**src/hdl/pcs_pkg.sv**
```systemverilog
// Purpose: constants shared by the reference clock switchover block
// Assumes: one 10 MHz system clock, reference inputs sampled on it
// Notes: register map and timing counts live here and nowhere else
package pcs_pkg;

    // =========================================================
    // clock and timing
    // =========================================================
    localparam int CLK_PERIOD_NS = 100;
    // cycles a sampled reference may sit still before it is declared lost
    localparam int LOSS_CYCLES = 2;
    // cycles the manual request must stay high after its rising edge
    localparam int MANUAL_HOLD_CYCLES = 3;
    localparam int CNT_W = 2;
    localparam int SWCOUNT_W = 16;

    // =========================================================
    // register map (byte addresses)
    // =========================================================
    localparam logic [7:0] CTRL_OFFSET = 8'h00;
    localparam logic [7:0] STATUS_OFFSET = 8'h04;
    localparam logic [7:0] SWCOUNT_OFFSET = 8'h08;

    // ctrl fields
    localparam int CTRL_MODE_LSB = 0;
    localparam int CTRL_SWREQ_BIT = 4;
    // status fields
    localparam int STATUS_LOSS0_BIT = 0;
    localparam int STATUS_LOSS1_BIT = 1;
    localparam int STATUS_ACTIVE_BIT = 2;
    localparam int STATUS_PEND_BIT = 3;

    // =========================================================
    // modes and reset values
    // =========================================================
    typedef enum logic [1:0] {
        PCS_MODE_MANUAL = 2'b00,
        PCS_MODE_AUTO = 2'b01,
        PCS_MODE_AUTO_OVR = 2'b10
    } pcs_mode_t;

    localparam logic [1:0] CTRL_MODE_RESET = 2'b01;
    localparam logic SEL_RESET = 1'b0;

endpackage

```
**src/hdl/pcs_switchover.sv**
```systemverilog
// Purpose: reference clock switchover with loss detection and APB registers
// Assumes: reference clocks and manual request are synchronous to clk_i
// Notes: the reference mux output is a sampled copy, rate limited to clk_i / 2
//        references must change level at least every second cycle (clk_i / 4 or faster) or the detector sees them stop
//        the loop behind ref_clock_o is not modelled here; its reset is left to the user
//
// What this block does
// - manual mode: request rising and held three cycles swaps primary and backup
// - automatic mode: selected reference stops toggling, switch to the other input
// - override mode: a high manual request beats automatic loss selection
// - two loss flags and a selected-input indicator go out to user logic
// - switchover state machine drives the mux select picking the reference
// - automatic switchovers may alternate any number of times
// - active lost while other also lost: no switchover, flags undefined
// - loss flag rises when the detector sees its input stop toggling
// - loss flags unreliable beyond 20 percent frequency difference
// - selected-input indicator always shows which input drives the loop
// - input still about two cycles raises its flag; if selected, it moves the mux in automatic mode, or in override mode with the request low
// - the change happens on a falling edge of the surviving clock
// - unequal but in-range frequencies still get stopped clock detection
//
// The address map and the APB register port were decided locally.
`timescale 1ns/100ps
`default_nettype none

module pcs_switchover #(
    parameter int ADDR_W = 8
) (
    input wire logic clk_i,
    input wire logic rst_i,
    // apb slave
    input wire logic psel_i,
    input wire logic penable_i,
    input wire logic pwrite_i,
    input wire logic [ADDR_W-1:0] paddr_i,
    input wire logic [31:0] pwdata_i,
    output logic [31:0] prdata_o,
    output logic pready_o,
    output logic pslverr_o,
    // reference clocks and user request
    input wire logic primary_ref_clock_i,
    input wire logic backup_ref_clock_i,
    input wire logic manual_switch_i,
    // to the loop and to user logic
    output logic ref_clock_o,
    output logic [1:0] loss_flag_o,
    output logic active_input_o,
    output logic switched_o
);

    // =========================================================
    // declarations
    // =========================================================
    typedef enum logic {
        PCS_ST_RUN,
        PCS_ST_PEND
    } pcs_state_t;

    // loss detector state, one slot per reference input
    logic [1:0] ref_in;
    logic [1:0] smp_q, smp_d;
    logic [pcs_pkg::CNT_W-1:0] idle_cnt_q [2];
    logic [pcs_pkg::CNT_W-1:0] idle_cnt_d [2];
    logic [1:0] loss_q, loss_d;
    logic smp_vld_q, smp_vld_d;

    // manual request qualifier
    logic req_prev_q, req_prev_d;
    logic [pcs_pkg::CNT_W-1:0] hold_cnt_q, hold_cnt_d;
    logic armed_q, armed_d;
    logic manual_fire;
    logic req_level;

    // switchover machine and mux
    pcs_state_t state_q, state_d;
    logic sel_q, sel_d;
    logic ref_q, ref_d;
    logic switched_q, switched_d;
    logic [pcs_pkg::SWCOUNT_W-1:0] swcount_q, swcount_d;
    logic auto_en, manual_en, auto_fire;
    logic target;

    // register file and apb response
    logic [1:0] mode_q, mode_d;
    logic swreq_q, swreq_d;
    logic [31:0] prdata_q, prdata_d;
    logic pready_q, pready_d;
    logic pslverr_q, pslverr_d;
    logic access;

    // decode an address to a register slot: 0 ctrl, 1 status, 2 count, 3 none
    // read and write paths share it, so the two can never disagree on the map
    function automatic logic [1:0] reg_slot(input logic [ADDR_W-1:0] addr);
        logic [1:0] slot;
        slot = 2'd3;
        if (addr == ADDR_W'(pcs_pkg::CTRL_OFFSET)) begin
            slot = 2'd0;
        end else if (addr == ADDR_W'(pcs_pkg::STATUS_OFFSET)) begin
            slot = 2'd1;
        end else if (addr == ADDR_W'(pcs_pkg::SWCOUNT_OFFSET)) begin
            slot = 2'd2;
        end
        return slot;
    endfunction

    assign ref_in = {backup_ref_clock_i, primary_ref_clock_i};

    // =========================================================
    // loss of clock detection
    // =========================================================
    // each input counts cycles without a level change; reaching the limit
    // declares it lost, any change clears it at once
    // a stopped reference may sit high or low, so only the lack of change counts
    // the counter stops at the limit, so a long stop never wraps and drops
    // the flag by itself
    always_comb begin
        smp_d = ref_in;
        // the first sample after reset has no real predecessor to compare with
        smp_vld_d = 1'b1;
        loss_d = loss_q;
        for (int i = 0; i < 2; i++) begin
            idle_cnt_d[i] = idle_cnt_q[i];
            if (!smp_vld_q || (ref_in[i] != smp_q[i])) begin
                idle_cnt_d[i] = '0;
                loss_d[i] = 1'b0;
            end else if (idle_cnt_q[i] < pcs_pkg::CNT_W'(pcs_pkg::LOSS_CYCLES)) begin
                idle_cnt_d[i] = idle_cnt_q[i] + pcs_pkg::CNT_W'(1);
                // still for the limit: flag the input
                if (idle_cnt_d[i] == pcs_pkg::CNT_W'(pcs_pkg::LOSS_CYCLES)) begin
                    loss_d[i] = 1'b1;
                end
            end
        end
    end

    // sample registers double as the previous value of the change detector
    always_ff @(posedge clk_i or posedge rst_i) begin
        if (rst_i) begin
            smp_q <= 2'b00;
            smp_vld_q <= 1'b0;
            idle_cnt_q[0] <= '0;
            idle_cnt_q[1] <= '0;
            loss_q <= 2'b00;
        end else begin
            smp_q <= smp_d;
            smp_vld_q <= smp_vld_d;
            idle_cnt_q[0] <= idle_cnt_d[0];
            idle_cnt_q[1] <= idle_cnt_d[1];
            loss_q <= loss_d;
        end
    end

    // =========================================================
    // manual request qualification
    // =========================================================
    // the pin and the software bit are ored; a rising edge arms a counter
    // and the request fires once after it has stayed high long enough
    // a request held high for a long time fires only once: the arm flag is
    // dropped on firing and comes back only after the request goes low
    // a request that falls before the count is simply forgotten
    assign req_level = manual_switch_i | swreq_q;

    always_comb begin
        req_prev_d = req_level;
        hold_cnt_d = hold_cnt_q;
        armed_d = armed_q;
        manual_fire = 1'b0;
        if (!req_level) begin
            armed_d = 1'b0;
            hold_cnt_d = '0;
        end else if (!req_prev_q) begin
            armed_d = 1'b1;
            hold_cnt_d = pcs_pkg::CNT_W'(1);
        end else if (armed_q) begin
            hold_cnt_d = hold_cnt_q + pcs_pkg::CNT_W'(1);
            // held for the full count since the rising edge
            if (hold_cnt_d == pcs_pkg::CNT_W'(pcs_pkg::MANUAL_HOLD_CYCLES)) begin
                manual_fire = 1'b1;
                armed_d = 1'b0;
            end
        end
    end

    always_ff @(posedge clk_i or posedge rst_i) begin
        if (rst_i) begin
            req_prev_q <= 1'b0;
            hold_cnt_q <= '0;
            armed_q <= 1'b0;
        end else begin
            req_prev_q <= req_prev_d;
            hold_cnt_q <= hold_cnt_d;
            armed_q <= armed_d;
        end
    end

    // =========================================================
    // switchover state machine and reference mux
    // =========================================================
    // a switch is first requested, then carried out on a falling edge of
    // the input being switched to, so the muxed output never gets a runt
    // the old input is either dead or being dropped on purpose, so an edge of
    // the new one is the only edge that is sure to come
    // no new request is taken while one is pending; it is ignored
    always_comb begin
        target = ~sel_q;
        manual_en = (mode_q == pcs_pkg::PCS_MODE_MANUAL) || (mode_q == pcs_pkg::PCS_MODE_AUTO_OVR);
        // override mode gives the request a veto: a high request freezes auto selection
        auto_en = (mode_q == pcs_pkg::PCS_MODE_AUTO) ||
                  ((mode_q == pcs_pkg::PCS_MODE_AUTO_OVR) && !req_level);
        // active lost and the other alive; both dead starts nothing
        auto_fire = auto_en && loss_q[sel_q] && !loss_q[target];
        state_d = state_q;
        sel_d = sel_q;
        switched_d = 1'b0;
        swcount_d = swcount_q;
        case (state_q)
            PCS_ST_RUN: begin
                if (auto_fire || (manual_en && manual_fire)) begin
                    state_d = PCS_ST_PEND;
                end
            end
            PCS_ST_PEND: begin
                if (loss_q[target]) begin
                    // the target died while waiting: stay put, nothing to switch to
                    state_d = PCS_ST_RUN;
                end else if (smp_q[target] && !ref_in[target]) begin
                    // falling edge of the surviving input
                    sel_d = target;
                    state_d = PCS_ST_RUN; // back to watching, no limit on repeats
                    switched_d = 1'b1;
                    // the count wraps silently once it fills
                    swcount_d = swcount_q + pcs_pkg::SWCOUNT_W'(1);
                end
            end
            default: begin
                state_d = PCS_ST_RUN;
            end
        endcase
        // sampled copy of the selected reference feeds the loop
        // using the next select keeps the copy in step with the indicator
        ref_d = sel_d ? ref_in[1] : ref_in[0];
    end

    // the mux starts on the primary input, matching the indicator
    always_ff @(posedge clk_i or posedge rst_i) begin
        if (rst_i) begin
            state_q <= PCS_ST_RUN;
            sel_q <= pcs_pkg::SEL_RESET;
            ref_q <= 1'b0;
            switched_q <= 1'b0;
            swcount_q <= '0;
        end else begin
            state_q <= state_d;
            sel_q <= sel_d;
            ref_q <= ref_d;
            switched_q <= switched_d;
            swcount_q <= swcount_d;
        end
    end

    // =========================================================
    // apb register slave
    // =========================================================
    // one wait state: pready rises in the second access cycle; read data is
    // loaded at that same edge, writes take effect one edge later, while pready is high
    // status and count writes are ignored without an error, so software may
    // write the whole map back without tripping pslverr
    // pready is a one-cycle pulse; a master that keeps penable high a cycle
    // too long starts a second access
    assign access = psel_i && penable_i && !pready_q;

    always_comb begin
        mode_d = mode_q;
        swreq_d = swreq_q;
        prdata_d = prdata_q;
        pready_d = 1'b0;
        pslverr_d = 1'b0;
        if (access) begin
            pready_d = 1'b1;
            prdata_d = 32'h0000_0000;
            if (reg_slot(paddr_i) == 2'd0) begin
                prdata_d[pcs_pkg::CTRL_MODE_LSB +: 2] = mode_q;
                prdata_d[pcs_pkg::CTRL_SWREQ_BIT] = swreq_q;
            end else if (reg_slot(paddr_i) == 2'd1) begin
                // status is read only
                prdata_d[pcs_pkg::STATUS_LOSS0_BIT] = loss_q[0];
                prdata_d[pcs_pkg::STATUS_LOSS1_BIT] = loss_q[1];
                prdata_d[pcs_pkg::STATUS_ACTIVE_BIT] = sel_q;
                prdata_d[pcs_pkg::STATUS_PEND_BIT] = (state_q == PCS_ST_PEND);
            end else if (reg_slot(paddr_i) == 2'd2) begin
                prdata_d[pcs_pkg::SWCOUNT_W-1:0] = swcount_q;
            end else begin
                pslverr_d = 1'b1;
            end
        end
        if (psel_i && penable_i && pready_q && pwrite_i) begin
            if (reg_slot(paddr_i) == 2'd0) begin
                // mode code 3 is not a mode; keep the old one
                // a stray write of all ones thus leaves the block in a known mode
                if (pwdata_i[pcs_pkg::CTRL_MODE_LSB +: 2] != 2'b11) begin
                    mode_d = pwdata_i[pcs_pkg::CTRL_MODE_LSB +: 2];
                end
                swreq_d = pwdata_i[pcs_pkg::CTRL_SWREQ_BIT];
            end
        end
    end

    // out of reset the block watches on its own, in automatic mode
    always_ff @(posedge clk_i or posedge rst_i) begin
        if (rst_i) begin
            mode_q <= pcs_pkg::CTRL_MODE_RESET;
            swreq_q <= 1'b0;
            prdata_q <= 32'h0000_0000;
            pready_q <= 1'b0;
            pslverr_q <= 1'b0;
        end else begin
            mode_q <= mode_d;
            swreq_q <= swreq_d;
            prdata_q <= prdata_d;
            pready_q <= pready_d;
            pslverr_q <= pslverr_d;
        end
    end

    // =========================================================
    // outputs, all straight from flip-flops
    // =========================================================
    // flags are only meaningful when both references are near one rate
    // the selected-input indicator is the one status that holds at any rate
    // ref_clock_o lags the selected input by one cycle, the cost of a registered output
    assign loss_flag_o = loss_q;
    assign active_input_o = sel_q;
    assign ref_clock_o = ref_q;
    assign switched_o = switched_q;
    assign prdata_o = prdata_q;
    assign pready_o = pready_q;
    assign pslverr_o = pslverr_q;

endmodule

`default_nettype wire

```
**config.mk**
```make
export PLATFORM = sky130hd
export DESIGN_NAME = pcs_switchover
export DESIGN_NICKNAME = d
export VERILOG_FILES = /design/src/hdl/pcs_pkg.sv /design/src/hdl/pcs_switchover.sv
export SDC_FILE = /design/constraint.sdc
export NUM_CORES = 1
export LEC_CHECK = 0
export ABC_CLOCK_PERIOD_IN_PS = 2700
export BUFFER_PORTS_ARGS = -buffer_cell sky130_fd_sc_hd__buf_4
export CAP_MARGIN = 15
export CORE_ASPECT_RATIO = 0.5
export CORE_MARGIN = 3
export CORE_UTILIZATION = 25
export DETAILED_ROUTE_END_ITERATION = 10
export GPL_TIMING_DRIVEN = 0
export PLACE_DENSITY = 0.44
export SYNTH_ARGS = -nofsm -noshare
export SYNTH_HDL_FRONTEND = slang
export SYNTH_SLANG_ARGS = --single-unit
```
**constraint.sdc**
```tcl
create_clock -name clk_i -period 2.7 [get_ports clk_i]
set_input_delay 0.405 -clock clk_i [delete_from_list [all_inputs] [get_ports clk_i]]
set_output_delay 0.405 -clock clk_i [all_outputs]
set_load 0.005 [all_outputs]
```
* After elaboration in Yosys (flattened, before gate mapping)
Index checks and enable logic that the tools add are counted.
** Storage, ports and cells
- Logic and storage cells :: 138
- Output and inout bits :: 39
- Bits of input ports :: 48
- Register bits after elaboration :: 54
** Operators by class
- Eq/ne operators :: 13
- Multiplexer cells :: 62
- Add/subtract/negate cells :: 4
- Order comparisons :: 4
- Bitwise gates (word level) :: 4
- Reductions and logical operators :: 32
** Operators with widths (count)
- 1-bit 2-to-1 mux :: 39
- 2-bit 2-to-1 mux :: 18
- 16-bit by 1-bit adder with 16-bit output (second input constant) :: 1
- 16-bit 2-to-1 mux :: 1
- 12-bit 2-to-1 mux :: 1
- 11-bit 2-to-1 mux :: 1
- 2-bit == test (second input constant) :: 5
- 1-bit logical AND :: 9
- 8-bit by 3-bit == test with 1-bit output (second input constant) :: 1
- 8-bit by 4-bit == test with 1-bit output (second input constant) :: 1
- 8-bit logical NOT :: 1
- 2-bit nonzero test :: 4
- 2-bit by 1-bit adder with 2-bit output (second input constant) :: 3
- 2-bit logical NOT :: 3
- 2-bit AND reduction :: 3
- 3-bit AND reduction :: 2
- 1-bit logical NOT :: 5
- 1-bit logical OR :: 5
- 2-bit by 1-bit == test with 1-bit output (second input constant) :: 2
- 1-bit by 2-bit less-than comparator with 1-bit output (second input constant) :: 2
- 2-bit less-than comparator (second input constant) :: 2
- 4-bit 2-to-1 mux :: 1
- 3-bit inequality test (second input constant) :: 1
- 1-bit NOT :: 3
- 4 further kinds :: 5

* Longest topological paths before layout
Gate-level depths: netlist of run 1.
- Word-level depth :: 17
- Depth in mapped cells :: 5
- Depth with buffers taken out :: 5

* Least setup slack after synthesis of run 1
No wires, ideal clock.
- Path type :: register to register
- Start point :: register sel_q (netlist: active_input_o)
- End point :: register swcount_q[8] (netlist name)
- Setup time :: 0.123 ns
- Buffers on the path :: 0
- Stages on the path, launching flop included :: 5
- Period minus slack after synthesis :: 1.674 ns
- Data required time :: 2.577 ns
- Setup slack :: 1.026 ns
- Arrival time :: 1.551 ns
- Cell sequence :: dfrtp_1 > mux2i_2 > o2111ai_4 > or3_1 > xnor2_1
** Between the ends
- Cells in the longest elaborated chain, start to end :: 5
- Elaborated cells between the ends (all ways) :: 10
- Classes of those cells :: 6 x mux; 1 x bitwise; 3 x reduce/logical
** Ends and longest elaborated chain
- from (decl) :: RTL line pcs_switchover.sv:76 : logic sel_q, sel_d;
- from (signal assigned) :: RTL line pcs_switchover.sv:248 : sel_q <= pcs_pkg::SEL_RESET;
- from (signal assigned) :: RTL line pcs_switchover.sv:254 : sel_q <= sel_d;
- 1-bit 2-to-1 mux (not written as such) (2 in series) :: RTL line pcs_switchover.sv:226 : end else if (smp_q[target] && !ref_in[target]) begin
- 1-bit logical NOT :: RTL line pcs_switchover.sv:226
- 1-bit logical AND :: RTL line pcs_switchover.sv:226
- 3-bit AND reduction (no line) *
- to (signal assigned) :: RTL line pcs_switchover.sv:257 : swcount_q <= swcount_d;
- to (decl) :: RTL line pcs_switchover.sv:79 : logic [pcs_pkg::SWCOUNT_W-1:0] swcount_q, swcount_d;
Every way passes the cells marked *; elsewhere a longest branch is shown, timed or not. The select of a mux whose other input is x is not followed.
A chain may end at the register's enable or synchronous reset.

* Worst setup path after layout of run 1
- Start point :: register sel_q (netlist: active_input_o)
- End point :: register swcount_q[1] (netlist name)
The elaborated chain is that of the path after synthesis.

==> impl_metrics.json, run 1 <==
{
  "cts_buffers": 5,
  "rows": 25,
  "grt_max_degree": 39,
  "vias_per_cell": 4.20,
  "ys_ff_latch": 54,
  "grtUsageTotal_pct": 9.79,
  "synth_top_area_share_pct": 52.4,
  "ys_types": 47,
  "setup_viol": 0,
  "fmax_mhz": 533,
  "num-fill-cells": 995,
  "reg2reg_to": "swcount_q[1]$_DFFE_PP0P_",
  "cp_max_fo": 8,
  "tightest_slew_ns": 0.538,
  "ctsRootBufferMaster": "clkbuf_16",
  "drt_first_pass_iters": 4,
  "die_w_um": 148,
  "core_um2": 9630,
  "status": "finished clean",
  "rsz0062_at_grt": "false",
  "finalCritPeriodShare_pct": 69.5,
  "io_buffer_count": 40,
  "period_needed_ns": 1.88,
  "grt_pass1_wl_um": 9020,
  "r2r_setup_slack_ns": 0.82,
  "vias": 1775,
  "end_kind": "flip-flop",
  "cts_tree": "yes",
  "grt_pass1_vias": 1863,
  "rr_worst_depth": 4,
  "cp_top_family": "multiplexers",
  "path_cells": "mux2i_2 -> o211ai_2 -> inv_1 -> mux2_2",
  "yosys-top-cells-area": "dfrtp_1 52%, buf_4 4.7%, a22o_1 3.8%",
  "cts_max_level": 2,
  "yosysSeqAreaShare_pct": 53.4,
  "drtAntennaViolNets": 0,
  "tns_ns": 0,
  "cpMaxStageDelayCell": "dfrtp_1",
  "wl_um": 5350,
  "slew_headroom_pct": 64.2,
  "drcViolationCount": 0,
  "crit_buf_inv": 1,
  "hpwlAfterDp_um": 4050,
  "synth-edff-count": 0,
  "cp.arrival_ns": 2.05,
  "path_clk_slew_ns": 0.07,
  "postCtsSetupBuffers": 0,
  "fin_nets": 339,
  "syn_to_final_growth_pct": 28.1,
  "crit_type": "flip-flop to flip-flop",
  "crit_required_ns": 2.87,
  "power_density_nw_per_um2": 562,
  "clk-insertion-delay-late_ns": 0.29,
  "async_reset_ff_share_pct": 100,
  "p_leak_nw": 1.55,
  "initial_core_util_pct": 26.3,
  "cp-start-kind": "flip-flop",
  "place_ws_ns": 0.812,
  "clock-sinks": 54,
  "dr.first_iter.drc_count": 96,
  "die_h_um": 77.2,
  "antenna_found_initial": 0,
  "drv_cap": 0,
  "clk_path_buf_depth": 2,
  "r2r-start": "active_input_o$_DFF_PP0_",
  "max_stage_delay_ns": 0.52,
  "antennaDiodeCount": 0,
  "synth_top_cell_by_area": "dfrtp_1",
  "hold_violations": 0,
  "overflow": 0,
  "syn_area_um2": 2530,
  "pin_count": 87,
  "ctsHoldBuffers": 0,
  "worst_slack_ns": 0.824,
  "finClkSkew_ns": 0.00277,
  "ys_dominant_reg_cell": "dfrtp_1",
  "hold_path.class": "primary input to asynchronous set/reset pin",
  "drive_gt1_share_pct": 28.1,
  "synth_warnings": 0,
  "cts_resized": 0,
  "ir_worst_vdd_mv": 0.229,
  "avgSynthCellArea_um2": 11.3,
  "wire_per_inst_um": 12.6,
  "dieArea_um2": 11400,
  "gp_congestion": 0.664,
  "syn-instance-count": 224,
  "maxSlewViolCount": 0
}
==> flip-flops by register name, indices dropped and copies added (netlist names) <==
| name | cells |
|---|---|
| active_input_o | 1 |
| armed_q | 1 |
| hold_cnt_q | 2 |
| idle_cnt_q | 4 |
| loss_flag_o | 2 |
| mode_q | 2 |
| prdata_o | 16 |
| pready_o | 1 |
| pslverr_o | 1 |
| ref_clock_o | 1 |
| req_prev_q | 1 |
| smp_q | 2 |
| smp_vld_q | 1 |
| state_q | 1 |
| swcount_q | 16 |
| switched_o | 1 |
| swreq_q | 1 |
==> layer usage <==
layer	GRT usage, %	wire length [um]	vias up
met2	16.1	2510	35
li1	-	-	879
met3	2.95	217	7
met4	2.49	64	0
met5	0	0	-
met1	12.6	2550	854
==> worst max path at each step <==
| stage | startpoint | slack (ns) | endpoint | cells after the start |
|---|---|---|---|---|
| after floorplan | rst_i | 0.98 | active_input_o$_DFF_PP0_ | 1 |
| after CTS | active_input_o$_DFF_PP0_ | 0.82 | swcount_q[1]$_DFFE_PP0P_ | 4 |
| final | active_input_o$_DFF_PP0_ | 0.82 | swcount_q[1]$_DFFE_PP0P_ | 4 |
| after detailed placement | paddr_i[7] | 0.81 | swreq_q$_DFFE_PP0P_ | 5 |
| after global placement | rst_i | 0.27 | swreq_q$_DFFE_PP0P_ | 2 |
| after global routing | active_input_o$_DFF_PP0_ | 0.71 | swcount_q[13]$_DFFE_PP0P_ | 4 |
==> layout make-up <==
class,count,area (um2),share of cell area [%]
repair buffers,41,320,9.87
plain buffers,20,136,4.20
well taps,135,169,5.21
clock buffers,8,166,5.13
multi-input cells,155,1060,32.7
inverters,10,37.5,1.16
flip-flops and latches,54,1350,41.7
==> kinds of logic after synthesis <==
kind of cell               Yosys count  synth area share, %
AOI/OAI and AO/OA                   37                 11.3
and+or+nand+nor                     69                 15.6
muxes                                8                 3.61
DFF                                 54                 53.4
buffers and inverters               30                 6.87
xor gates and xnor gates            20                 6.92
other                                2                0.297
adders and majority gates            4                 1.98
==> worst register-to-register path: cells and delay by family (launching register included) <==
| family | cells | cell delay (ns) |
|---|---|---|
| muxes | 2 | 0.75 |
| buffers and inverters | 1 | 0.22 |
| AOI/OAI and AO/OA | 1 | 0.27 |
| DFF | 1 | 0.52 |
==> synthesized netlist by cell type (2+ instances only) <==
cell type	number
nor3_1	3
o21ai_0	3
buf_4	16
mux2_2	2
a22o_1	11
inv_1	10
clkbuf_1	3
nor4_1	4
nor3b_1	2
xnor2_1	10
nand4_1	4
xor2_1	10
nor2_1	14
nand2_1	15
nor2b_1	5
ha_1	4
a22oi_1	2
nor4_2	3
o22a_1	2
dfrtp_1	53
o31ai_1	2
nand3_1	7
a21oi_1	11
conb_1	2
mux2i_1	4
==> where the power goes <==
group | switching (mW) | internal [mW] | total (mW)
combinational | 0.109 | 0.113 | 0.223
sequential | 0.0560 | 0.849 | 0.905
clock | 0.274 | 0.420 | 0.694
total | 0.439 | 1.38 | 1.82
==> placed cells by master, fill, tap and decap left out, types with 3 or more instances in the layout <==
master     count
xnor2_1       10
inv_1          9
nor2b_1        5
nand4_1        4
conb_1        17
nor4_2         3
clkbuf_8       3
a22o_1        11
ha_1           4
nor3_1         3
xor2_1        10
o21ai_0        3
buf_4         56
nor2_1        14
nor4_1         4
clkbuf_1       3
clkbuf_16      5
dfrtp_1       53
nand3_1        7
mux2i_1        4
a21oi_1       11
nand2_1       15
==> per-stage QoR <==
step	util, %	area, um2	hold slack (ns)	std cells	power (mW)
global route	33.7	3240	0.126	423	1.92
detailed placement	31.9	3080	0.423	415	1.15
floorplan	-	2590	0.435	239	1.05
global placement	31.7	3060	0.449	414	1.14
CTS	33.7	3240	0.106	423	1.85
finish	33.7	3240	0.0948	423	1.82
Power figures use the tool's default switching activity.
==> inputs of run 2 (changes only) <==
ABC_CLOCK_PERIOD_IN_PS = 1700   (was 2700)
PLACE_DENSITY = 0.45   (was 0.44)
clock period = 1.7 ns   (was 2.7 ns; I/O delays follow)
==> run 2 against run 1 <==
Count of clock-buffer cells in the layout decreased by 2. First-iteration DRC count decreased by 6.3%. Routed wire length up 1.4%. Sequential share of layout area fell by 0.66 points. Critical path type unchanged.
==> impl_metrics.json, run 2 (same netlist as run 1, synthesis figures left out) <==
{
  "ctsRootBufferMaster": "clkbuf_16",
  "clock-sinks": 54,
  "gp_congestion": 0.745,
  "drv_cap": 0,
  "core_um2": 9630,
  "maxSlewViolCount": 0,
  "setup_viol": 0,
  "finClkSkew_ns": 0.00602,
  "fmax_mhz": 607,
  "period_needed_ns": 1.65,
  "die_h_um": 77.2,
  "path_clk_slew_ns": 0.07,
  "initial_core_util_pct": 26.3,
  "finalCritPeriodShare_pct": 97.0,
  "crit_required_ns": 1.87,
  "whs_ns": 0.111,
  "hold_path.class": "primary input to flip-flop",
  "cp.arrival_ns": 1.82,
  "dieArea_um2": 11400,
  "cts_buffers": 5,
  "rows": 25,
  "drt_first_pass_iters": 4,
  "clk_path_buf_depth": 2,
  "endpoint": "swcount_q[1]$_DFFE_PP0P_",
  "cpMaxStageDelayCell": "dfrtp_2",
  "utilization_pct": 34.2,
  "hpwlAfterDp_um": 3990,
  "grt_max_degree": 39,
  "vias": 1818,
  "tightest_slew_ns": 0.581,
  "wl_um": 5420,
  "power_density_nw_per_um2": 862,
  "layout_commonest_cell": "buf_4",
  "crit_type": "flip-flop to flip-flop",
  "antenna_found_initial": 0,
  "drcViolationCount": 0,
  "r2r_setup_slack_ns": 0.05,
  "ir_worst_vdd_mv": 0.402,
  "max_stage_delay_ns": 0.46,
  "grt_pass1_vias": 1864,
  "antennaDiodeCount": 0,
  "syn_to_final_growth_pct": 30.3,
  "io_buffer_count": 40,
  "status": "finished clean",
  "rr_worst_depth": 4,
  "clk-insertion-delay-late_ns": 0.29,
  "overflow": 0,
  "slew_headroom_pct": 61.3,
  "grt_pass1_wl_um": 9200,
  "worstSetupStartpoint": "active_input_o$_DFF_PP0_",
  "cts_max_level": 2,
  "fin_nets": 346,
  "drive_gt1_share_pct": 30.4,
  "vias_per_cell": 4.25,
  "reg2reg_to": "swcount_q[1]$_DFFE_PP0P_",
  "mostFrequentLayoutCells": "62 x buf_4, 52 x dfrtp_1, 17 x conb_1",
  "grtUsageTotal_pct": 9.93,
  "cp-start-kind": "flip-flop",
  "r2r-start": "active_input_o$_DFF_PP0_",
  "cp_max_fo": 6,
  "wire_per_inst_um": 12.7,
  "end_kind": "flip-flop",
  "path_cells": "mux2i_4 -> o211ai_2 -> inv_2 -> mux2_2",
  "dr.first_iter.drc_count": 90,
  "die_w_um": 148,
  "hold_violations": 0,
  "pin_count": 87,
  "p_leak_nw": 1.57,
  "drtAntennaViolNets": 0,
  "rsz0062_at_grt": "true",
  "cts_tree": "yes"
}
## run 2: layout make-up
cell class	count	area (um2)
Clock buffer	6	139
Buffer	20	136
Timing Repair Buffer	48	375
Sequential cell	54	1350
Tap cell	135	169
Fill cell	994	6330
Inverter	10	37.5
Multi-Input combinational cell	155	1090
## run 2: critical path, delay by kind of cell (launching register included)
kind	cells	cell delay [ns]
compound gates	1	0.24
buf+inv	1	0.17
flops	1	0.46
mux	2	0.66
## run 2: how the worst min path moves through the flow
stage / from / endpoint / depth (start not counted) / slack, ns
final: primary_ref_clock_i / smp_q[0]$_DFF_PP0_ / 1 / 0.11
after global routing: primary_ref_clock_i / smp_q[0]$_DFF_PP0_ / 1 / 0.11
after CTS: primary_ref_clock_i / smp_q[0]$_DFF_PP0_ / 1 / 0.11
after detailed placement: rst_i / smp_q[0]$_DFF_PP0_ / 2 / 0.27
after global placement: primary_ref_clock_i / smp_q[0]$_DFF_PP0_ / 1 / 0.40
after floorplan: primary_ref_clock_i / smp_q[0]$_DFF_PP0_ / 0 / 0.29
## run 2: through the flow
stage / total power, mW / setup slack [ns] / area [um2] / TNS (ns) / std cells
4_1_cts: 2.86 / 0.00998 / 3260 / 0 / 424
3_3_place_gp: 1.80 / -0.571 / 3060 / -31.64 / 414
2_1_floorplan: 1.67 / 0.0260 / 2590 / 0 / 239
5_1_grt: 3.00 / -0.0481 / 3300 / -0.153 / 428
3_5_place_dp: 1.82 / -0.162 / 3080 / -1.54 / 415
6_report: 2.84 / 0.0516 / 3300 / 0 / 428
## run 2: where the power goes
part,internal [mW],switching [mW],total [mW]
clock,0.570,0.427,0.998
sequential,1.35,0.0911,1.44
combinational,0.216,0.189,0.404
## run 2: metal layers
metal	up-vias	wire length (um)	global-route usage, %	part of all wire [%]
met5	-	0	0	0
met4	0	51	2.76	0.94
met3	4	232	2.36	4.3
met2	32	2550	16.1	47
met1	887	2590	13.3	48
li1	895	-	-	-
## run 2: repair_timing
item | CTS | global route
hold endpoints to repair | 16 | 0
gates resized for setup | 3 | 3
cloned | 0 | 0
setup endpoints to repair | 10 | 7
buffers inserted | 2 | 4
pin swaps | 0 | 3
hold buffers | 1 | 0
==> inputs of run 3 (changes only) <==
CORE_UTILIZATION = 45   (was 25)
PLACE_DENSITY = 0.74   (was 0.45)
REMOVE_ABC_BUFFERS = 1   (was default)
==> run 3 against run 2 <==
Count of clock-buffer cells in the layout down 1. Die area down 42%. Sequential power about the same. Final area down 5.1%. Non-clock buffer count down 21. Worst hold slack worse by 0.10 ns. Worst setup slack worse by 0.037 ns. Routed wire length down 4.2%. Flip-flop and latch count unchanged. Final cell count down 19%. Fmax down 2.2%. Critical path type unchanged. Largest cell class unchanged. Largest power group unchanged.
==> impl_metrics.json, run 3 (same netlist as run 1, synthesis figures left out) <==
{
  "grtUsageTotal_pct": 16.4,
  "finClkSkew_ns": 0.00690,
  "vias_per_cell": 5.16,
  "max_stage_delay_ns": 0.47,
  "io_buffer_count": 41,
  "period_needed_ns": 1.68,
  "drive_gt1_share_pct": 27.6,
  "p_leak_nw": 1.50,
  "initial_core_util_pct": 48.9,
  "cts_tree": "yes",
  "whs_ns": 0.00705,
  "core_um2": 5180,
  "fin_nets": 326,
  "pin_count": 87,
  "path_clk_slew_ns": 0.07,
  "cts_max_level": 2,
  "hpwlAfterDp_um": 3530,
  "seq_area_um2": 1360,
  "use_met2_pct": 29.7,
  "die_h_um": 59.0,
  "grt_util_met1_pct": 21.1,
  "fmax_mhz": 594,
  "clock-sinks": 54,
  "cp-start-kind": "flip-flop",
  "rsz0062_at_grt": "true",
  "num-fill-cells": 414,
  "cpMaxStageDelayCell": "dfrtp_2",
  "syn_to_final_growth_pct": 23.6,
  "stdcell_count": 345,
  "dp_cells": 332,
  "rows": 18,
  "finalCritPeriodShare_pct": 99.1,
  "antenna_found_initial": 0,
  "layout_commonest_cell": "dfrtp_1",
  "grt_use_met3_pct": 3.26,
  "overflow": 0,
  "wire_per_inst_um": 15.1,
  "busiest_layer": "met2",
  "die_w_um": 112,
  "grt_max_degree": 32,
  "clk_path_buf_depth": 2,
  "multi_input_area_um2": 1120,
  "drtAntennaViolNets": 0,
  "drv_cap": 0,
  "antennaDiodeCount": 0,
  "tightest_slew_ns": 0.532,
  "ctsHoldBuffers": 0,
  "wl_um": 5200,
  "slew_headroom_pct": 64.5,
  "worst_slack_ns": 0.0151,
  "mostFrequentLayoutCells": "51 x dfrtp_1, 46 x buf_4, 17 x conb_1",
  "clk-insertion-delay-late_ns": 0.29,
  "setup_viol": 0,
  "place_ws_ns": -0.787,
  "drt_first_pass_iters": 4,
  "path_cells": "mux2i_4 -> o2111ai_4 -> or3_4 -> xnor2_1",
  "cp_max_fo": 7,
  "dieArea_um2": 6620,
  "hold_violations": 0,
  "dr.first_iter.drc_count": 63,
  "grt_pass1_wl_um": 8650,
  "crit_required_ns": 1.87,
  "crit_type": "flip-flop to flip-flop",
  "maxSlewViolCount": 0,
  "vias": 1779,
  "cts_buffers": 5,
  "status": "finished clean",
  "hold_path.class": "primary input to asynchronous set/reset pin",
  "ir_worst_vdd_mv": 0.519,
  "drcViolationCount": 0,
  "cp.arrival_ns": 1.86,
  "power_density_nw_per_um2": 946,
  "ctsRootBufferMaster": "clkbuf_16",
  "grt_pass1_vias": 1767,
  "gp_congestion": 0.817,
  "r2r_setup_slack_ns": 0.02,
  "end_kind": "flip-flop"
}
-- run 3: path summary, 6_finish.rpt --
kind                       cells after the start                         to                      from
setup / recovery                               4   swcount_q[8]$_DFFE_PP0P_  active_input_o$_DFF_PP0_
hold / removal                                 2    prdata_o[9]$_DFFE_PP0P_                     rst_i
hold reg to reg                                1  hold_cnt_q[0]$_DFFE_PP0P_      req_prev_q$_DFF_PP0_
min in group clk_i                             1         smp_q[0]$_DFF_PP0_       primary_ref_clock_i
max in group asynchronous                      3      mode_q[0]$_DFFE_PP1P_                     rst_i
setup reg to reg                               4   swcount_q[8]$_DFFE_PP0P_  active_input_o$_DFF_PP0_
-- run 3: critical path: cells and delay by family (launching register included) --
| kind | cells | cell delay (ns) |
|---|---|---|
| AND/OR/NAND/NOR | 1 | 0.38 |
| AO/OA/AOI/OAI | 1 | 0.23 |
| multiplexers | 1 | 0.36 |
| XOR/XNOR | 1 | 0.13 |
| flip-flops | 1 | 0.47 |
-- run 3: layout make-up --
type	instances	share of cell area, %
sequential	54	43.3
multi-input combinational	156	35.7
timing repair buffer	47	11.7
clock buffer	5	4.00
tap	70	2.80
clock inverter	3	1.40
inverter	10	1.20
-- run 3: what timing repair did --
item,4_1_cts,5_1_grt
resized for setup,5,5
pin swaps,0,2
setup buffers,3,1
setup endpoints to repair,22,7
gates cloned,1,0
-- run 3: power breakdown --
part / leakage [nW] / internal [mW] / switching [mW]
clock network: 0.0842 / 0.697 / 0.444
registers: 0.719 / 1.35 / 0.0896
logic: 0.695 / 0.189 / 0.190
total: 1.50 / 2.24 / 0.723
-- run 3: layer usage --
layer | part of all wire (%) | up-vias
li1 | - | 859
met1 | 44 | 872
met2 | 51 | 46
met3 | 5.1 | 2
met4 | 0.35 | 0
met5 | 0 | -
-- run 3: through the flow --
step	total power, mW	instance area [um2]	util (%)	TNS [ns]
6_report	2.96	3130	60.4	0
5_1_grt	3.10	3130	60.4	-0.0596
4_1_cts	2.97	3100	59.9	0
3_5_place_dp	1.78	2880	55.5	-8.32
3_3_place_gp	1.76	2850	55.0	-37.14
2_1_floorplan	1.64	2450	-	-3.12
